$ cat config.mk
export PLATFORM = sky130hd
export DESIGN_NAME = four_channel_pwm
export DESIGN_NICKNAME = d
export VERILOG_FILES = /design/src/hw/pwm_pkg.sv /design/src/hw/four_channel_pwm.sv
export SDC_FILE = /design/constraint.sdc
export NUM_CORES = 1
export LEC_CHECK = 0
export BUFFER_PORTS_ARGS = -buffer_cell sky130_fd_sc_hd__buf_4
export CAP_MARGIN = 20
export CORE_MARGIN = 10
export CORE_UTILIZATION = 57
export DETAILED_ROUTE_END_ITERATION = 16
export PLACE_DENSITY = 0.87
export SYNTH_ARGS = -nofsm -noshare
export SYNTH_HDL_FRONTEND = slang
export SYNTH_SLANG_ARGS = --single-unit
$ cat constraint.sdc
create_clock -name clk -period 4.86 [get_ports clk]
set_input_delay 0.243 -clock clk [delete_from_list [all_inputs] [get_ports clk]]
set_output_delay 0.243 -clock clk [all_outputs]
set_load 0.01 [all_outputs]
$ cat src/hw/pwm_pkg.sv
// Shared constants, types and register map of the four-channel pulse-width modulator
package pwm_pkg;
    localparam int NUM_CH = 4;
    localparam int DATA_W = 32;
    // Register indices; byte address on the bus is four times the index
    localparam logic [11:0] IDX_ENABLE = 12'h780;
    localparam logic [11:0] IDX_MODE = 12'h782;
    localparam logic [11:0] IDX_POLARITY = 12'h785;
    localparam logic [11:0] IDX_PHASE0 = 12'h788;
    localparam logic [11:0] IDX_COMPARE0 = 12'h794;
    localparam logic [11:0] IDX_GROUPCOUNT = 12'h7ac;
    localparam logic [11:0] IDX_MASK = 12'h7b0;
    localparam logic [11:0] IDX_STATUS = 12'h7b1;
    localparam logic [11:0] IDX_COUNT0 = 12'h7b4;
    localparam logic [11:0] IDX_FRAMES0 = 12'h7c0;
    localparam logic [11:0] STRIDE_PHASE = 12'h002;
    localparam logic [11:0] STRIDE_TIMING = 12'h004;
    localparam logic [11:0] OFFS_CYCLE = 12'h002;
    localparam logic [11:0] STRIDE_COUNT = 12'h002;
    // Field layout
    localparam int STAT_GROUP = 0;
    localparam int STAT_FRAME0 = 2;
    localparam logic [7:0] STAT_VALID = 8'h3d;
    localparam logic [1:0] MODE_CONT = 2'h0;
    localparam logic [1:0] MODE_COUNT = 2'h1;
    // Reset values and bus codes
    localparam logic [7:0] RST_BYTE = 8'h00;
    localparam logic [15:0] RST_HALF = 16'h0000;
    localparam logic [1:0] HTRANS_NONSEQ = 2'h2;
    localparam logic HRESP_OKAY = 1'b0;

    typedef enum logic [1:0] {
        CH_IDLE = 2'b00,
        CH_DELAY = 2'b01,
        CH_FRAME = 2'b10
    } chState_e;

    typedef struct packed {
        logic [15:0] phase;
        logic [15:0] compareLength;
        logic [15:0] cycleLength;
    } chanCfg_s;

    typedef struct packed {
        logic [15:0] compareLength;
        logic [15:0] cycleLength;
    } frameLen_s;
endpackage : pwm_pkg

$ cat src/hw/four_channel_pwm.sv
// Four-channel pulse-width modulator with AHB-Lite register slave and interrupt
// Operation
// - Polarity clear: output high in compare part, low in remainder part.
// - Polarity set: output low in compare part, high in remainder part.
// - Channel 0 has continuous and counting modes; channels 1-3 continuous only.
// - Channel 0 mode comes from the two-bit mode field.
// - Continuous mode sends frames back to back while enabled.
// - Software clears enable to stop; output drops low at once.
// - Compare and cycle writes take effect from the next frame.
// - Every frame end raises that channel's frame-done request when unmasked.
// - Counting mode sends exactly the programmed group count of frames, one frame for a count of 0.
// - Group end clears channel 0 enable by hardware, unless software writes enable in the same cycle.
// - Group end raises the group-done request when mask bit 0 set.
// - Five interrupt sources: four frame-done plus group-done.
// - Status bits stay set until software clears them.
// - Enable first waits the phase time in delay, driving low.
// - Counter runs compare part to compare value, remainder to cycle length.
// - Mode code 00 continuous, 01 counting, others reserved.
// - Writing 1 clears a status bit, writing 0 leaves it.
`timescale 1ns/1ps
module four_channel_pwm (
    input wire logic clk,
    input wire logic rst_n,
    input wire logic hsel,
    input wire logic [31:0] haddr,
    input wire logic [1:0] htrans,
    input wire logic hwrite,
    input wire logic [2:0] hsize,
    input wire logic [31:0] hwdata,
    input wire logic hready,
    output logic hreadyout,
    output logic hresp,
    output logic [31:0] hrdata,
    output logic [pwm_pkg::NUM_CH-1:0] pwmOut,
    output logic irq
);
    localparam int N = pwm_pkg::NUM_CH;

    logic [N-1:0] enable_r, enable_nxt;
    logic [1:0] mode_r, mode_nxt;
    logic [N-1:0] polarity_r, polarity_nxt;
    logic [15:0] groupCount_r, groupCount_nxt;
    logic [7:0] mask_r, mask_nxt;
    logic [7:0] status_r, status_nxt;
    pwm_pkg::chanCfg_s cfg_r [N];
    pwm_pkg::chanCfg_s cfg_nxt [N];
    pwm_pkg::chState_e chState_r [N];
    pwm_pkg::chState_e chState_nxt [N];
    logic [15:0] cnt_r [N];
    logic [15:0] cnt_nxt [N];
    pwm_pkg::frameLen_s len_r [N];
    pwm_pkg::frameLen_s len_nxt [N];
    logic [15:0] frames_r, frames_nxt;
    logic [N-1:0] pwmOut_r, pwmOut_nxt;
    logic irq_r, irq_nxt;
    logic wrPend_r, wrPend_nxt;
    logic [11:0] wrIdx_r, wrIdx_nxt;
    logic [31:0] hrdata_r, hrdata_nxt;
    logic hreadyout_r;
    logic [N-1:0] frameDone;
    logic groupDone;
    logic addrPhase;
    logic [11:0] addrIdx;
    logic swEnableWrite;
    logic swStatusWrite;

    // Index of a per-channel register
    function automatic logic [11:0] chanIdx(input logic [11:0] base,
                                            input logic [11:0] stride,
                                            input int ch);
        chanIdx = base + 12'(ch) * stride;
    endfunction : chanIdx

    assign addrPhase = hsel && hready && (htrans == pwm_pkg::HTRANS_NONSEQ);
    assign addrIdx = haddr[13:2];
    assign swEnableWrite = wrPend_r && (wrIdx_r == pwm_pkg::IDX_ENABLE);
    assign swStatusWrite = wrPend_r && (wrIdx_r == pwm_pkg::IDX_STATUS);

    // Bus slave: zero wait states, write lands at the end of the data phase
    always_comb begin
        wrPend_nxt = addrPhase && hwrite;
        wrIdx_nxt = addrPhase ? addrIdx : wrIdx_r;
        hrdata_nxt = hrdata_r;
        if (addrPhase && !hwrite) begin
            hrdata_nxt = 32'h0000_0000;
            case (addrIdx)
                pwm_pkg::IDX_ENABLE: hrdata_nxt[N-1:0] = enable_r;
                pwm_pkg::IDX_MODE: hrdata_nxt[1:0] = mode_r;
                pwm_pkg::IDX_POLARITY: hrdata_nxt[N-1:0] = polarity_r;
                pwm_pkg::IDX_GROUPCOUNT: hrdata_nxt[15:0] = groupCount_r;
                pwm_pkg::IDX_MASK: hrdata_nxt[7:0] = mask_r;
                pwm_pkg::IDX_STATUS: hrdata_nxt[7:0] = status_r;
                pwm_pkg::IDX_FRAMES0: hrdata_nxt[15:0] = frames_r;
                default: hrdata_nxt = 32'h0000_0000;
            endcase
            for (int i = 0; i < N; i++) begin
                if (addrIdx == chanIdx(pwm_pkg::IDX_PHASE0, pwm_pkg::STRIDE_PHASE, i)) begin
                    hrdata_nxt[15:0] = cfg_r[i].phase;
                end
                if (addrIdx == chanIdx(pwm_pkg::IDX_COMPARE0, pwm_pkg::STRIDE_TIMING, i)) begin
                    hrdata_nxt[15:0] = cfg_r[i].compareLength;
                end
                if (addrIdx == chanIdx(pwm_pkg::IDX_COMPARE0, pwm_pkg::STRIDE_TIMING, i)
                        + pwm_pkg::OFFS_CYCLE) begin
                    hrdata_nxt[15:0] = cfg_r[i].cycleLength;
                end
                if (addrIdx == chanIdx(pwm_pkg::IDX_COUNT0, pwm_pkg::STRIDE_COUNT, i)) begin
                    hrdata_nxt[15:0] = cnt_r[i];
                end
            end
        end
    end

    always_ff @(posedge clk or negedge rst_n) begin
        if (!rst_n) begin
            wrPend_r <= 1'b0;
            wrIdx_r <= 12'h000;
            hrdata_r <= 32'h0000_0000;
            hreadyout_r <= 1'b0;
        end else begin
            wrPend_r <= wrPend_nxt;
            wrIdx_r <= wrIdx_nxt;
            hrdata_r <= hrdata_nxt;
            hreadyout_r <= 1'b1;
        end
    end

    // Channel sequencing: idle, delay for the phase time, then frames
    always_comb begin
        logic [16:0] nextCnt;
        logic lastCycle;
        nextCnt = 17'h00000;
        lastCycle = 1'b0;
        frameDone = '0;
        groupDone = 1'b0;
        frames_nxt = frames_r;
        for (int i = 0; i < N; i++) begin
            chState_nxt[i] = chState_r[i];
            cnt_nxt[i] = cnt_r[i];
            len_nxt[i] = len_r[i];
            pwmOut_nxt[i] = 1'b0;
            nextCnt = {1'b0, cnt_r[i]} + 17'h00001;
            if (!enable_r[i]) begin
                chState_nxt[i] = pwm_pkg::CH_IDLE;
                cnt_nxt[i] = 16'h0000;
                if (i == 0) begin
                    frames_nxt = 16'h0000;
                end
            end else begin
                case (chState_r[i])
                    pwm_pkg::CH_IDLE: begin
                        chState_nxt[i] = pwm_pkg::CH_DELAY;
                        cnt_nxt[i] = 16'h0000;
                    end
                    pwm_pkg::CH_DELAY: begin
                        // A zero phase still costs one delay cycle
                        if (nextCnt >= {1'b0, cfg_r[i].phase}) begin
                            chState_nxt[i] = pwm_pkg::CH_FRAME;
                            cnt_nxt[i] = 16'h0000;
                            len_nxt[i].compareLength = cfg_r[i].compareLength;
                            len_nxt[i].cycleLength = cfg_r[i].cycleLength;
                        end else begin
                            cnt_nxt[i] = nextCnt[15:0];
                        end
                    end
                    pwm_pkg::CH_FRAME: begin
                        lastCycle = nextCnt >= {1'b0, len_r[i].cycleLength};
                        if (lastCycle) begin
                            frameDone[i] = 1'b1;
                            cnt_nxt[i] = 16'h0000;
                            // Lengths sampled only at frame boundaries
                            len_nxt[i].compareLength = cfg_r[i].compareLength;
                            len_nxt[i].cycleLength = cfg_r[i].cycleLength;
                            if (i == 0 && mode_r == pwm_pkg::MODE_COUNT) begin
                                frames_nxt = frames_r + 16'h0001;
                                if ({1'b0, frames_r} + 17'h00001 >= {1'b0, groupCount_r}) begin
                                    groupDone = 1'b1;
                                    chState_nxt[i] = pwm_pkg::CH_IDLE;
                                    frames_nxt = 16'h0000;
                                end
                            end
                        end else begin
                            cnt_nxt[i] = nextCnt[15:0];
                        end
                    end
                    default: begin
                        chState_nxt[i] = pwm_pkg::CH_IDLE;
                        cnt_nxt[i] = 16'h0000;
                    end
                endcase
            end
            // Output follows the state being entered, so it stays a pure flop
            if (chState_nxt[i] == pwm_pkg::CH_FRAME && !(i == 0 && groupDone)) begin
                pwmOut_nxt[i] = (cnt_nxt[i] < len_nxt[i].compareLength)
                                ^ polarity_r[i];
            end
        end
    end

    always_ff @(posedge clk or negedge rst_n) begin
        if (!rst_n) begin
            for (int i = 0; i < N; i++) begin
                chState_r[i] <= pwm_pkg::CH_IDLE;
                cnt_r[i] <= pwm_pkg::RST_HALF;
                len_r[i] <= '0;
            end
            frames_r <= pwm_pkg::RST_HALF;
            pwmOut_r <= '0;
        end else begin
            for (int i = 0; i < N; i++) begin
                chState_r[i] <= chState_nxt[i];
                cnt_r[i] <= cnt_nxt[i];
                len_r[i] <= len_nxt[i];
            end
            frames_r <= frames_nxt;
            pwmOut_r <= pwmOut_nxt;
        end
    end

    // Software registers, hardware enable clear and sticky status
    always_comb begin
        enable_nxt = enable_r;
        mode_nxt = mode_r;
        polarity_nxt = polarity_r;
        groupCount_nxt = groupCount_r;
        mask_nxt = mask_r;
        status_nxt = status_r;
        for (int i = 0; i < N; i++) begin
            cfg_nxt[i] = cfg_r[i];
        end
        if (groupDone) begin
            enable_nxt[0] = 1'b0;
        end
        if (wrPend_r) begin
            case (wrIdx_r)
                pwm_pkg::IDX_ENABLE: enable_nxt = hwdata[N-1:0];
                pwm_pkg::IDX_MODE: mode_nxt = hwdata[1:0];
                pwm_pkg::IDX_POLARITY: polarity_nxt = hwdata[N-1:0];
                pwm_pkg::IDX_GROUPCOUNT: groupCount_nxt = hwdata[15:0];
                pwm_pkg::IDX_MASK: mask_nxt = hwdata[7:0] & pwm_pkg::STAT_VALID;
                pwm_pkg::IDX_STATUS: status_nxt = status_r & ~hwdata[7:0];
                default: mask_nxt = mask_r;
            endcase
            for (int i = 0; i < N; i++) begin
                if (wrIdx_r == chanIdx(pwm_pkg::IDX_PHASE0, pwm_pkg::STRIDE_PHASE, i)) begin
                    cfg_nxt[i].phase = hwdata[15:0];
                end
                if (wrIdx_r == chanIdx(pwm_pkg::IDX_COMPARE0, pwm_pkg::STRIDE_TIMING, i)) begin
                    cfg_nxt[i].compareLength = hwdata[15:0];
                end
                if (wrIdx_r == chanIdx(pwm_pkg::IDX_COMPARE0, pwm_pkg::STRIDE_TIMING, i)
                        + pwm_pkg::OFFS_CYCLE) begin
                    cfg_nxt[i].cycleLength = hwdata[15:0];
                end
            end
        end
        // Events set after the clear so a same-cycle event is never lost
        for (int i = 0; i < N; i++) begin
            if (frameDone[i]) begin
                status_nxt[pwm_pkg::STAT_FRAME0 + i] = 1'b1;
            end
        end
        if (groupDone) begin
            status_nxt[pwm_pkg::STAT_GROUP] = 1'b1;
        end
        irq_nxt = |(status_nxt & mask_nxt);
    end

    always_ff @(posedge clk or negedge rst_n) begin
        if (!rst_n) begin
            enable_r <= '0;
            mode_r <= pwm_pkg::MODE_CONT;
            polarity_r <= '0;
            groupCount_r <= pwm_pkg::RST_HALF;
            mask_r <= pwm_pkg::RST_BYTE;
            status_r <= pwm_pkg::RST_BYTE;
            irq_r <= 1'b0;
            for (int i = 0; i < N; i++) begin
                cfg_r[i] <= '0;
            end
        end else begin
            enable_r <= enable_nxt;
            mode_r <= mode_nxt;
            polarity_r <= polarity_nxt;
            groupCount_r <= groupCount_nxt;
            mask_r <= mask_nxt;
            status_r <= status_nxt;
            irq_r <= irq_nxt;
            for (int i = 0; i < N; i++) begin
                cfg_r[i] <= cfg_nxt[i];
            end
        end
    end

    assign hreadyout = hreadyout_r;
    assign hresp = pwm_pkg::HRESP_OKAY;
    assign hrdata = hrdata_r;
    assign pwmOut = pwmOut_r;
    assign irq = irq_r;

    a_disable_low: assert property (
        @(posedge clk) disable iff (!rst_n)
        (pwmOut_r & ~$past(enable_r)) == '0)
        else $error("Output high after channel disable");

    a_delay_low: assert property (
        @(posedge clk) disable iff (!rst_n)
        chState_r[1] == pwm_pkg::CH_DELAY |-> !pwmOut_r[1])
        else $error("Output high during delay");

    a_normal_polarity: assert property (
        @(posedge clk) disable iff (!rst_n)
        chState_r[0] == pwm_pkg::CH_FRAME && cnt_r[0] == 16'h0000
        && len_r[0].compareLength != 16'h0000 && !$past(polarity_r[0]) |-> pwmOut_r[0])
        else $error("Compare part not high with polarity clear");

    a_inverted_polarity: assert property (
        @(posedge clk) disable iff (!rst_n)
        chState_r[0] == pwm_pkg::CH_FRAME && cnt_r[0] == 16'h0000
        && len_r[0].compareLength != 16'h0000 && $past(polarity_r[0]) |-> !pwmOut_r[0])
        else $error("Compare part not low with polarity set");

    a_frame_lengths: assert property (
        @(posedge clk) disable iff (!rst_n)
        chState_r[0] == pwm_pkg::CH_FRAME && enable_r[0] && !frameDone[0]
        |=> $stable(len_r[0]))
        else $error("Frame lengths changed mid-frame");

    a_frame_status: assert property (
        @(posedge clk) disable iff (!rst_n)
        frameDone[2] |=> status_r[pwm_pkg::STAT_FRAME0 + 2]
        ##1 (status_r[pwm_pkg::STAT_FRAME0 + 2] || $past(swStatusWrite)))
        else $error("Frame-done status not set");

    a_group_stop: assert property (
        @(posedge clk) disable iff (!rst_n)
        groupDone && !swEnableWrite |=> !enable_r[0] ##1 !pwmOut_r[0])
        else $error("Channel 0 still enabled after group");

    a_group_status: assert property (
        @(posedge clk) disable iff (!rst_n)
        groupDone |=> status_r[pwm_pkg::STAT_GROUP])
        else $error("Group-done status not set");

    a_status_sticky: assert property (
        @(posedge clk) disable iff (!rst_n)
        status_r[0] && !swStatusWrite |=> status_r[0])
        else $error("Status bit lost without clear");

    a_status_clear: assert property (
        @(posedge clk) disable iff (!rst_n)
        swStatusWrite && hwdata[pwm_pkg::STAT_GROUP] && !groupDone
        |=> !status_r[pwm_pkg::STAT_GROUP])
        else $error("Write of one did not clear status");

    a_continuous_only: assert property (
        @(posedge clk) disable iff (!rst_n)
        enable_r[3] && !swEnableWrite |=> enable_r[3])
        else $error("Channel 3 stopped by itself");
endmodule : four_channel_pwm

; ---- After elaboration in Yosys (flattened, before gate mapping)
; Cells that the tools add are included.
[word_totals]
reg_bits = 485
in_bits = 74
out_inout_bits = 39
word_cells = 276
[op_classes]
addsub = 6
order_cmp = 13
eq_ne = 66
mux = 105
bitwise_logic = 7
reduce_logical = 37
[op_table]
columns = operator, count
row1 = $mux W16, 33
row2 = $eq A12 B11 Y1 const B, 41
row3 = $mux W32, 12
row4 = $pmux W32 S2, 4
row5 = $ge A17 B16 Y1, 9
row6 = $pmux W16 S2, 4
row7 = $add A16 B1 Y17 const B, 5
row8 = $lt A16 B16 Y1, 4
row9 = $mux W8, 4
row10 = $reduce_and A2 Y1, 16
row11 = $mux W1, 29
row12 = $pmux W2 S3, 4
row13 = $mux W2, 11
row14 = $eq A2 B2 Y1 const B, 9
row15 = $add A16 B1 Y16 const B, 1
row16 = $and A8 B8 Y8, 2
row17 = $ne A2 B2 Y1 const B, 8
row18 = $pmux W4 S4, 1
row19 = $pmux W8 S2, 1
row20 = $reduce_and A4 Y1, 4
row21 = $pmux W2 S7, 1
row22 = $pmux W2 S6, 1
row23 = $eq A2 B1 Y1 const B, 5
row24 = $logic_not A2 Y1, 4
row25 = other kinds (8), 21

; ---- Longest topological paths before layout
; Gate-level depths: netlist (run 1).
[depth]
word_depth = 18
depth_mapped = 25
mapped_depth_nobuf = 25

; ---- Worst setup path after synthesis (run 1)
; No wires, ideal clock.
[synth_path]
path_kind = flip-flop to flip-flop
start = register cnt_r[32] in the netlist's numbering
end = register pwmOut_r[1] (netlist: pwmOut[1])
setup_ps = 94
arrival_time_ps = 5229
required_ps = 4766
path_slack_ps = -463
stages_incl_launch_ff = 26
path_buffers = 1
period_less_slack_ps = 5323
path_cell_list = dfrtp_1 > ha_1 > nand4_1 > nor2_1 > nand4_1 > xnor2_1 > ha_1 > nand4_1 > or2_2 > a311o_1 > and4bb_2 > a32oi_1 > nand3_1 > clkbuf_1 > a22o_1 > inv_1 > ha_1 > a21o_1 > a21o_1 > a21o_1 > a21o_1 > a21oi_1 > nor2_1 > a211o_1 > or3_1 > a211oi_1
[synth_rtl]
columns = element, line_no
row1 = "start, declared", four_channel_pwm.sv:49  ; logic [15:0] cnt_r [N];
row2 = "start signal, assigned by index", four_channel_pwm.sv:204  ; cnt_r[i] <= pwm_pkg::RST_HALF;
row3 = "start signal, assigned by index", four_channel_pwm.sv:212  ; cnt_r[i] <= cnt_nxt[i];
row4 = "end signal, assigned", four_channel_pwm.sv:216  ; pwmOut_r <= pwmOut_nxt;
row5 = "end, declared", four_channel_pwm.sv:54  ; logic [N-1:0] pwmOut_r, pwmOut_nxt;

==> results of run 1 <==
==> placed cells by master (no fill, tap or decap), drive strengths merged, types with 40 or more instances in the layout <==
cell type,synthesis,layout
a21oi,87,87
a22o,45,45
a22oi,76,76
buf,38,417
clkbuf,91,76
dfrtp,485,485
ha,225,225
inv,225,225
mux2,203,203
nand2,170,170
nand3,102,102
nand4,54,54
nor2,131,131
nor2b,76,76
o21ai,158,158
xnor2,40,40
==> critical path: cells and delay by family, from the launching register on <==
family	cells	cell delay, ns
xor+xnor	1	0.10
buf+inv	6	0.95
fa+ha+maj	3	0.80
flops	1	0.40
compound gates	5	1.19
simple gates	11	1.45
mux	1	0.13
==> synthesized netlist by cell type, types with 21 or more instances <==
cell type	count
dfrtp_1	485
ha_1	225
inv_1	225
mux2_2	202
nand2_1	170
o21ai_0	157
nor2_1	128
nand3_1	102
clkbuf_1	91
a21oi_1	87
nor2b_1	76
a22oi_1	75
nand4_1	53
a22o_1	45
xnor2_1	40
a222oi_1	32
nor3_1	32
a21o_1	30
xor2_1	29
a211oi_1	27
o22ai_1	27
a221oi_1	21
a31oi_1	21
==> final timing paths <==
| kind | startpoint | end | slack (ns) | cells past startpoint |
|---|---|---|---|---|
| max | cnt_r[48] | pwmOut[0] | -0.32 | 27 |
| min | hwdata[0] | mode_r[0] | 0.02 | 3 |
| max reg2reg | cnt_r[48] | pwmOut[0] | -0.32 | 27 |
| min reg2reg | len_r[101] | len_r[101] | 0.48 | 2 |
| max in group asynchronous | rst_n | len_r[20] | 3.16 | 3 |
| min in group asynchronous | rst_n | pwmOut[1] | 0.28 | 2 |
==> logic make-up (layout without fill, tap and decap cells) <==
group	count (synthesis)	count (layout)	share of synthesized area (%)
buffers and inverters	355	744	5.20
and+or+nand+nor	700	701	13.3
other	2	20	0.0274
AOI/OAI and AO/OA	634	635	16.0
xor gates and xnor gates	69	69	2.20
adders and majority gates	225	225	10.3
muxes	213	213	8.70
DFF	485	485	44.3
==> per-stage QoR <==
step | TNS (ns) | instance area (sq um)
2_1_floorplan | -0.100 | 27600
3_3_place_gp | -0.532 | 30500
3_5_place_dp | -1.27 | 30500
4_1_cts | -0.369 | 32800
5_1_grt | -1.50 | 33800
6_report | -0.834 | 33800
==> routing by layer <==
metal | up-vias | global-route usage (%) | share of wire, %
met3 | 417 | 7.96 | 12
li1 | 10500 | - | -
met1 | 12100 | 41.7 | 38
met2 | 1569 | 49.6 | 45
met4 | 2 | 16.3 | 6.2
met5 | - | 0 | 0.011
==> sequential cells by signal, summed over array words and instances, names as in the netlist, 8 cells and up <==
name,flops
cfg_r,192
len_r,128
cnt_r,64
frames_r,16
groupCount_r,16
hrdata,16
wrIdx_r,12
chState_r,8
mask_r,8
status_r,8
==> final cells by class <==
class                   instances  area, sq um  area share, %
repair buffers                428         3350           9.91
multi-input cells            1861        15000           44.5
clock buffers                  75         1510           4.46
well taps                     615          769           2.28
flip-flops and latches        485        12100           35.9
inverters                     226          848           2.51
diodes                          2         5.00         0.0148
clock inverters                15          159          0.470
==> repair_timing <==
action | 4_1_cts | 5_1_grt
setup buffers | 25 | 42
hold buffers | 10 | 0
pin swaps | 29 | 108
gates resized for setup | 78 | 126
gates cloned | 1 | 2
endpoints found under the setup margin | 4 | 4
hold endpoints to repair | 123 | 0
==> power by group <==
group          switching [mW]  internal (mW)
Clock                    1.69           2.25
Sequential              0.115           4.14
Combinational           0.617          0.406
Total                    2.42           6.79
==> flow_summary.ini, run 1 <==
[timing]
fin_crit_ns = 5.18
slew_viol_final = 0
tightestPinTransition_ns = 1.14
skew_ns = 0.0284
rsz0062_at_grt = true
worst_slack_ns = -0.318
whs_ns = 0.0248
setup_viol = 4
fin_crit_sh_pct = 107
hold_viol = 0
slew_headroom_pct = 24.0
max_freq_mhz = 193

[detailed_routing]
drt-wirelength-per-cell_microns = 26.0
via_per_inst = 6.63
ant_nets = 0
drt-pass1-iter-count = 7
drc_errors = 0
drtIter0Drc = 3502
wl_microns = 96400
vias = 24600

[yosys]
synth_top_area_cell = dfrtp_1
syn-mean-instance-area_sq_um = 10.2
ys_ff_latch = 485
syn_area_sq_um = 27400
synth_edf_count = 0
netlist_instances = 2683
synth_area_leaders = dfrtp_1, ha_1, mux2_2
synth_top_area_share_pct = 44.3
ys.flop_type = dfrtp_1
yosysSeqAreaShare_pct = 44.3
yosysUniqueCellTypes = 92
ys.warnings.count = 0
async_reset_ff_share_pct = 100

[final_layout]
nFillCells = 3250
final_cells = 3707
final_util_pct = 71.0
drive_above_1_share_pct = 29.3
final_nets = 3351
area_delta_synth_final_pct = 23.3

[placed_design]
place_ws_ns = -0.540
place.gp.congestion = 1.03
io_buffer_count = 56
dp_cells = 3534
dp_hpwl_microns = 68500

[critical_path]
crit_arrival_ns = 5.68
cpPeakStageDelay_ns = 0.40
start_kind = flop
worstPathRequired_ns = 5.36
endpoint_kind = flop
worstPathMaxFanout = 7
cpMostUsedCell = buf_4
path_class = flop to flop
cp_slowest_cell = dfrtp_1

[clock_tree]
clkTransAtPathRegs_ns = 0.07
cts_root_buffer = clkbuf_16
clockBufferDepth = 3
cts_buffers = 50
insertion_delay_ns = 0.63
cts_tree = built
cts_htree_levels = 2
cts_sinks = 485

[die]
initial_core_util_pct = 57.5
dieHeight_microns = 239
die_area_sq_um = 57300
core_sq_um = 47600
die_w_microns = 239
rows = 80
ioPinCount = 113

[grt]
grt_max_degree = 144
grt_pass1_vias = 24100
grt_use_total_pct = 32.2
grt_overflow = 0
grt_antenna_before_repair = 1
grt_pass1_wl_microns = 143000

[outcome]
status = finished, violations left
violations = setup timing

[job]
cap_violations = 0

[power_and_ir_drop]
ir_drop_mv = 0.288
pwr_density_cell_nw_per_um2 = 272
finalPower_mw = 9.21
leakagePower_nw = 16.5

[worst_hold_path]
hold_path_class = input pin to flop
Power figures use the tool's default switching activity.
==> run 2: changes to the inputs <==
Settings changed: CELL_PAD_IN_SITES_DETAIL_PLACEMENT from default to 1, CELL_PAD_IN_SITES_GLOBAL_PLACEMENT from default to 2, CORE_UTILIZATION 57 to 37, PLACE_DENSITY 0.87 to 0.86.
==> flow_summary.ini, run 2 (same netlist as run 1, synthesis figures left out) <==
[detailed_routing]
drc_errors = 0
met1_length_microns = 47700
drt-pass1-iter-count = 8
dr_wl_met2_microns = 52000
ant_nets = 0
top_layer = met5
drtIter0Drc = 2488
wl_met3_microns = 8360
drt-wirelength-per-cell_microns = 27.5
wl_microns = 113000
vias = 24100
via_per_inst = 5.89

[placed_design]
dp_cells = 3912
place.gp.congestion = 0.938
dp_hpwl_microns = 82700
placed_area_sq_um = 31200
io_buffer_count = 56
place_ws_ns = -0.821

[clock_tree]
insertion_delay_ns = 0.64
cts_root_buffer = clkbuf_16
cts_sinks = 485
clkTransAtPathRegs_ns = 0.07
cts_tree = built
cts_htree_levels = 2
clockBufferDepth = 3
cts_buffers = 56

[timing]
fin_setup_tns_ns = -1.35
setup_viol = 4
worst_slack_ns = -0.371
hold_viol = 0
whs_ns = 0.0280
max_freq_mhz = 191
skew_ns = 0.0371
fin_crit_ns = 5.23
fin_crit_sh_pct = 108
rsz0062_at_grt = true
slew_viol_final = 0
tightestPinTransition_ns = 1.12
slew_headroom_pct = 25.3

[final_layout]
top_register = cfg_r
largest_reg_flops = 192
nFillCells = 7942
final_cells = 4093
final_util_pct = 47.5
area_delta_synth_final_pct = 26.9
mostFrequentLayoutCells = dfrtp_1, buf_4, inv_1, ha_1, mux2_2
final_cell_area_sq_um = 34800
drive_above_1_share_pct = 29.9
final_common_cell = dfrtp_1
reg_top3 = cfg_r (192), len_r (128), cnt_r (64)
final_nets = 3383

[die]
initial_core_util_pct = 37.5
core_sq_um = 73200
die_area_sq_um = 85400
rows = 99
ioPinCount = 113
die_w_microns = 292
dieHeight_microns = 292

[critical_path]
endpoint_kind = flop
path_class = flop to flop
start_kind = flop
r2r_cells = 24
worstPathRequired_ns = 5.37
crit_arrival_ns = 5.74
worstPathMaxFanout = 8
rrSetupSlack_ns = -0.37
r2r_end = pwmOut[2]
r2r-start = cnt_r[18]

[worst_hold_path]
hp-start = hwdata[6]
hold_path_class = input pin to flop
hold-path-endpoint = cfg_r[134]
hold_depth = 3

[power_and_ir_drop]
clockPowerShare_pct = 46.7
p_sw_share_pct = 26.5
intPower_mw = 7.38
leakagePower_nw = 16.8
finalPower_mw = 10.0
pwr_density_cell_nw_per_um2 = 289
p_comb_share_pct = 10.8
netSwitchingPower_mw = 2.66
ir_drop_mv = 0.263
seq_power_share_pct = 42.5

[outcome]
status = finished, violations left
violations = setup timing

[job]
cap_violations = 0

[grt]
grt_overflow = 0
grt_pass1_wl_microns = 168000
grt_max_degree = 159
grt_antenna_before_repair = 5
grt_pass1_vias = 25600
grt_use_total_pct = 25.6
-- run 2: cell count changes in the layout (fill, tap and decap cells not counted), sizes merged --
cell,previous run,this run
or3b,3,2
clkbuf,76,75
bufinv,2,9
dlygate4sd3,10,12
o21a,12,11
bufbuf,0,2
clkinvlp,3,7
inv,225,230
buf,417,442
-- run 2: per-layer routing --
metal  global-route usage, %  vias to the layer above
met1                    34.1                    12400
met4                    9.61                        4
met3                    4.72                      242
met5                       0                        -
li1                        -                    10600
met2                    41.0                      928
-- run 2: cell type report --
type / count / area, sq um / area share (%)
antenna: 2 / 5.00 / 0.0144
inverter: 226 / 851 / 2.45
sequential: 485 / 12100 / 34.9
multi-input combinational: 1859 / 14900 / 42.9
clock inverter: 31 / 420 / 1.21
timing repair buffer: 456 / 3640 / 10.5
tap: 959 / 1200 / 3.45
clock buffer: 75 / 1600 / 4.61
-- run 2: what timing repair did --
action / in CTS / in global routing
hold buffers: 12 / 0
endpoints found under the setup margin: 4 / 6
setup buffers: 46 / 15
gates resized for setup: 129 / 50
cloned: 2 / 0
pin swaps: 64 / 28
endpoints found under the hold margin: 95 / 0
-- run 2: critical path, stage by stage, from the launching register on --
cell	delay, ns
dfrtp_1	0.36
and3_4	0.21
and4_4	0.28
nand4_1	0.14
xnor2_2	0.19
buf_4	0.15
ha_1	0.30
nand4_1	0.13
o221ai_1	0.20
and2_4	0.19
a31oi_4	0.04
a31o_4	0.27
or2_2	0.34
buf_12	0.16
a22oi_2	0.19
ha_1	0.27
a21o_1	0.20
a211oi_2	0.23
o21bai_1	0.10
a31oi_1	0.23
o211ai_1	0.20
nand2_1	0.13
and3b_1	0.19
o31ai_2	0.26
nand3_1	0.14
-- run 2: power by group through the flow --
stage	logic (mW)	registers [mW]	clock network, mW
after floorplan	0.471	4.29	0
after CTS	1.04	4.26	4.74
after global routing	1.17	4.28	4.92
after global placement	0.929	4.33	0
final	1.08	4.27	4.69
after detailed placement	0.972	4.33	0
-- run 2: worst max path at each step --
stage,startpoint,to
finish,cnt_r[18],pwmOut[2]
global route,cnt_r[16],pwmOut[2]
CTS,cnt_r[16],pwmOut[2]
detailed placement,cnt_r[19],pwmOut[2]
global placement,cnt_r[19],pwmOut[2]
floorplan,cnt_r[32],pwmOut[1]
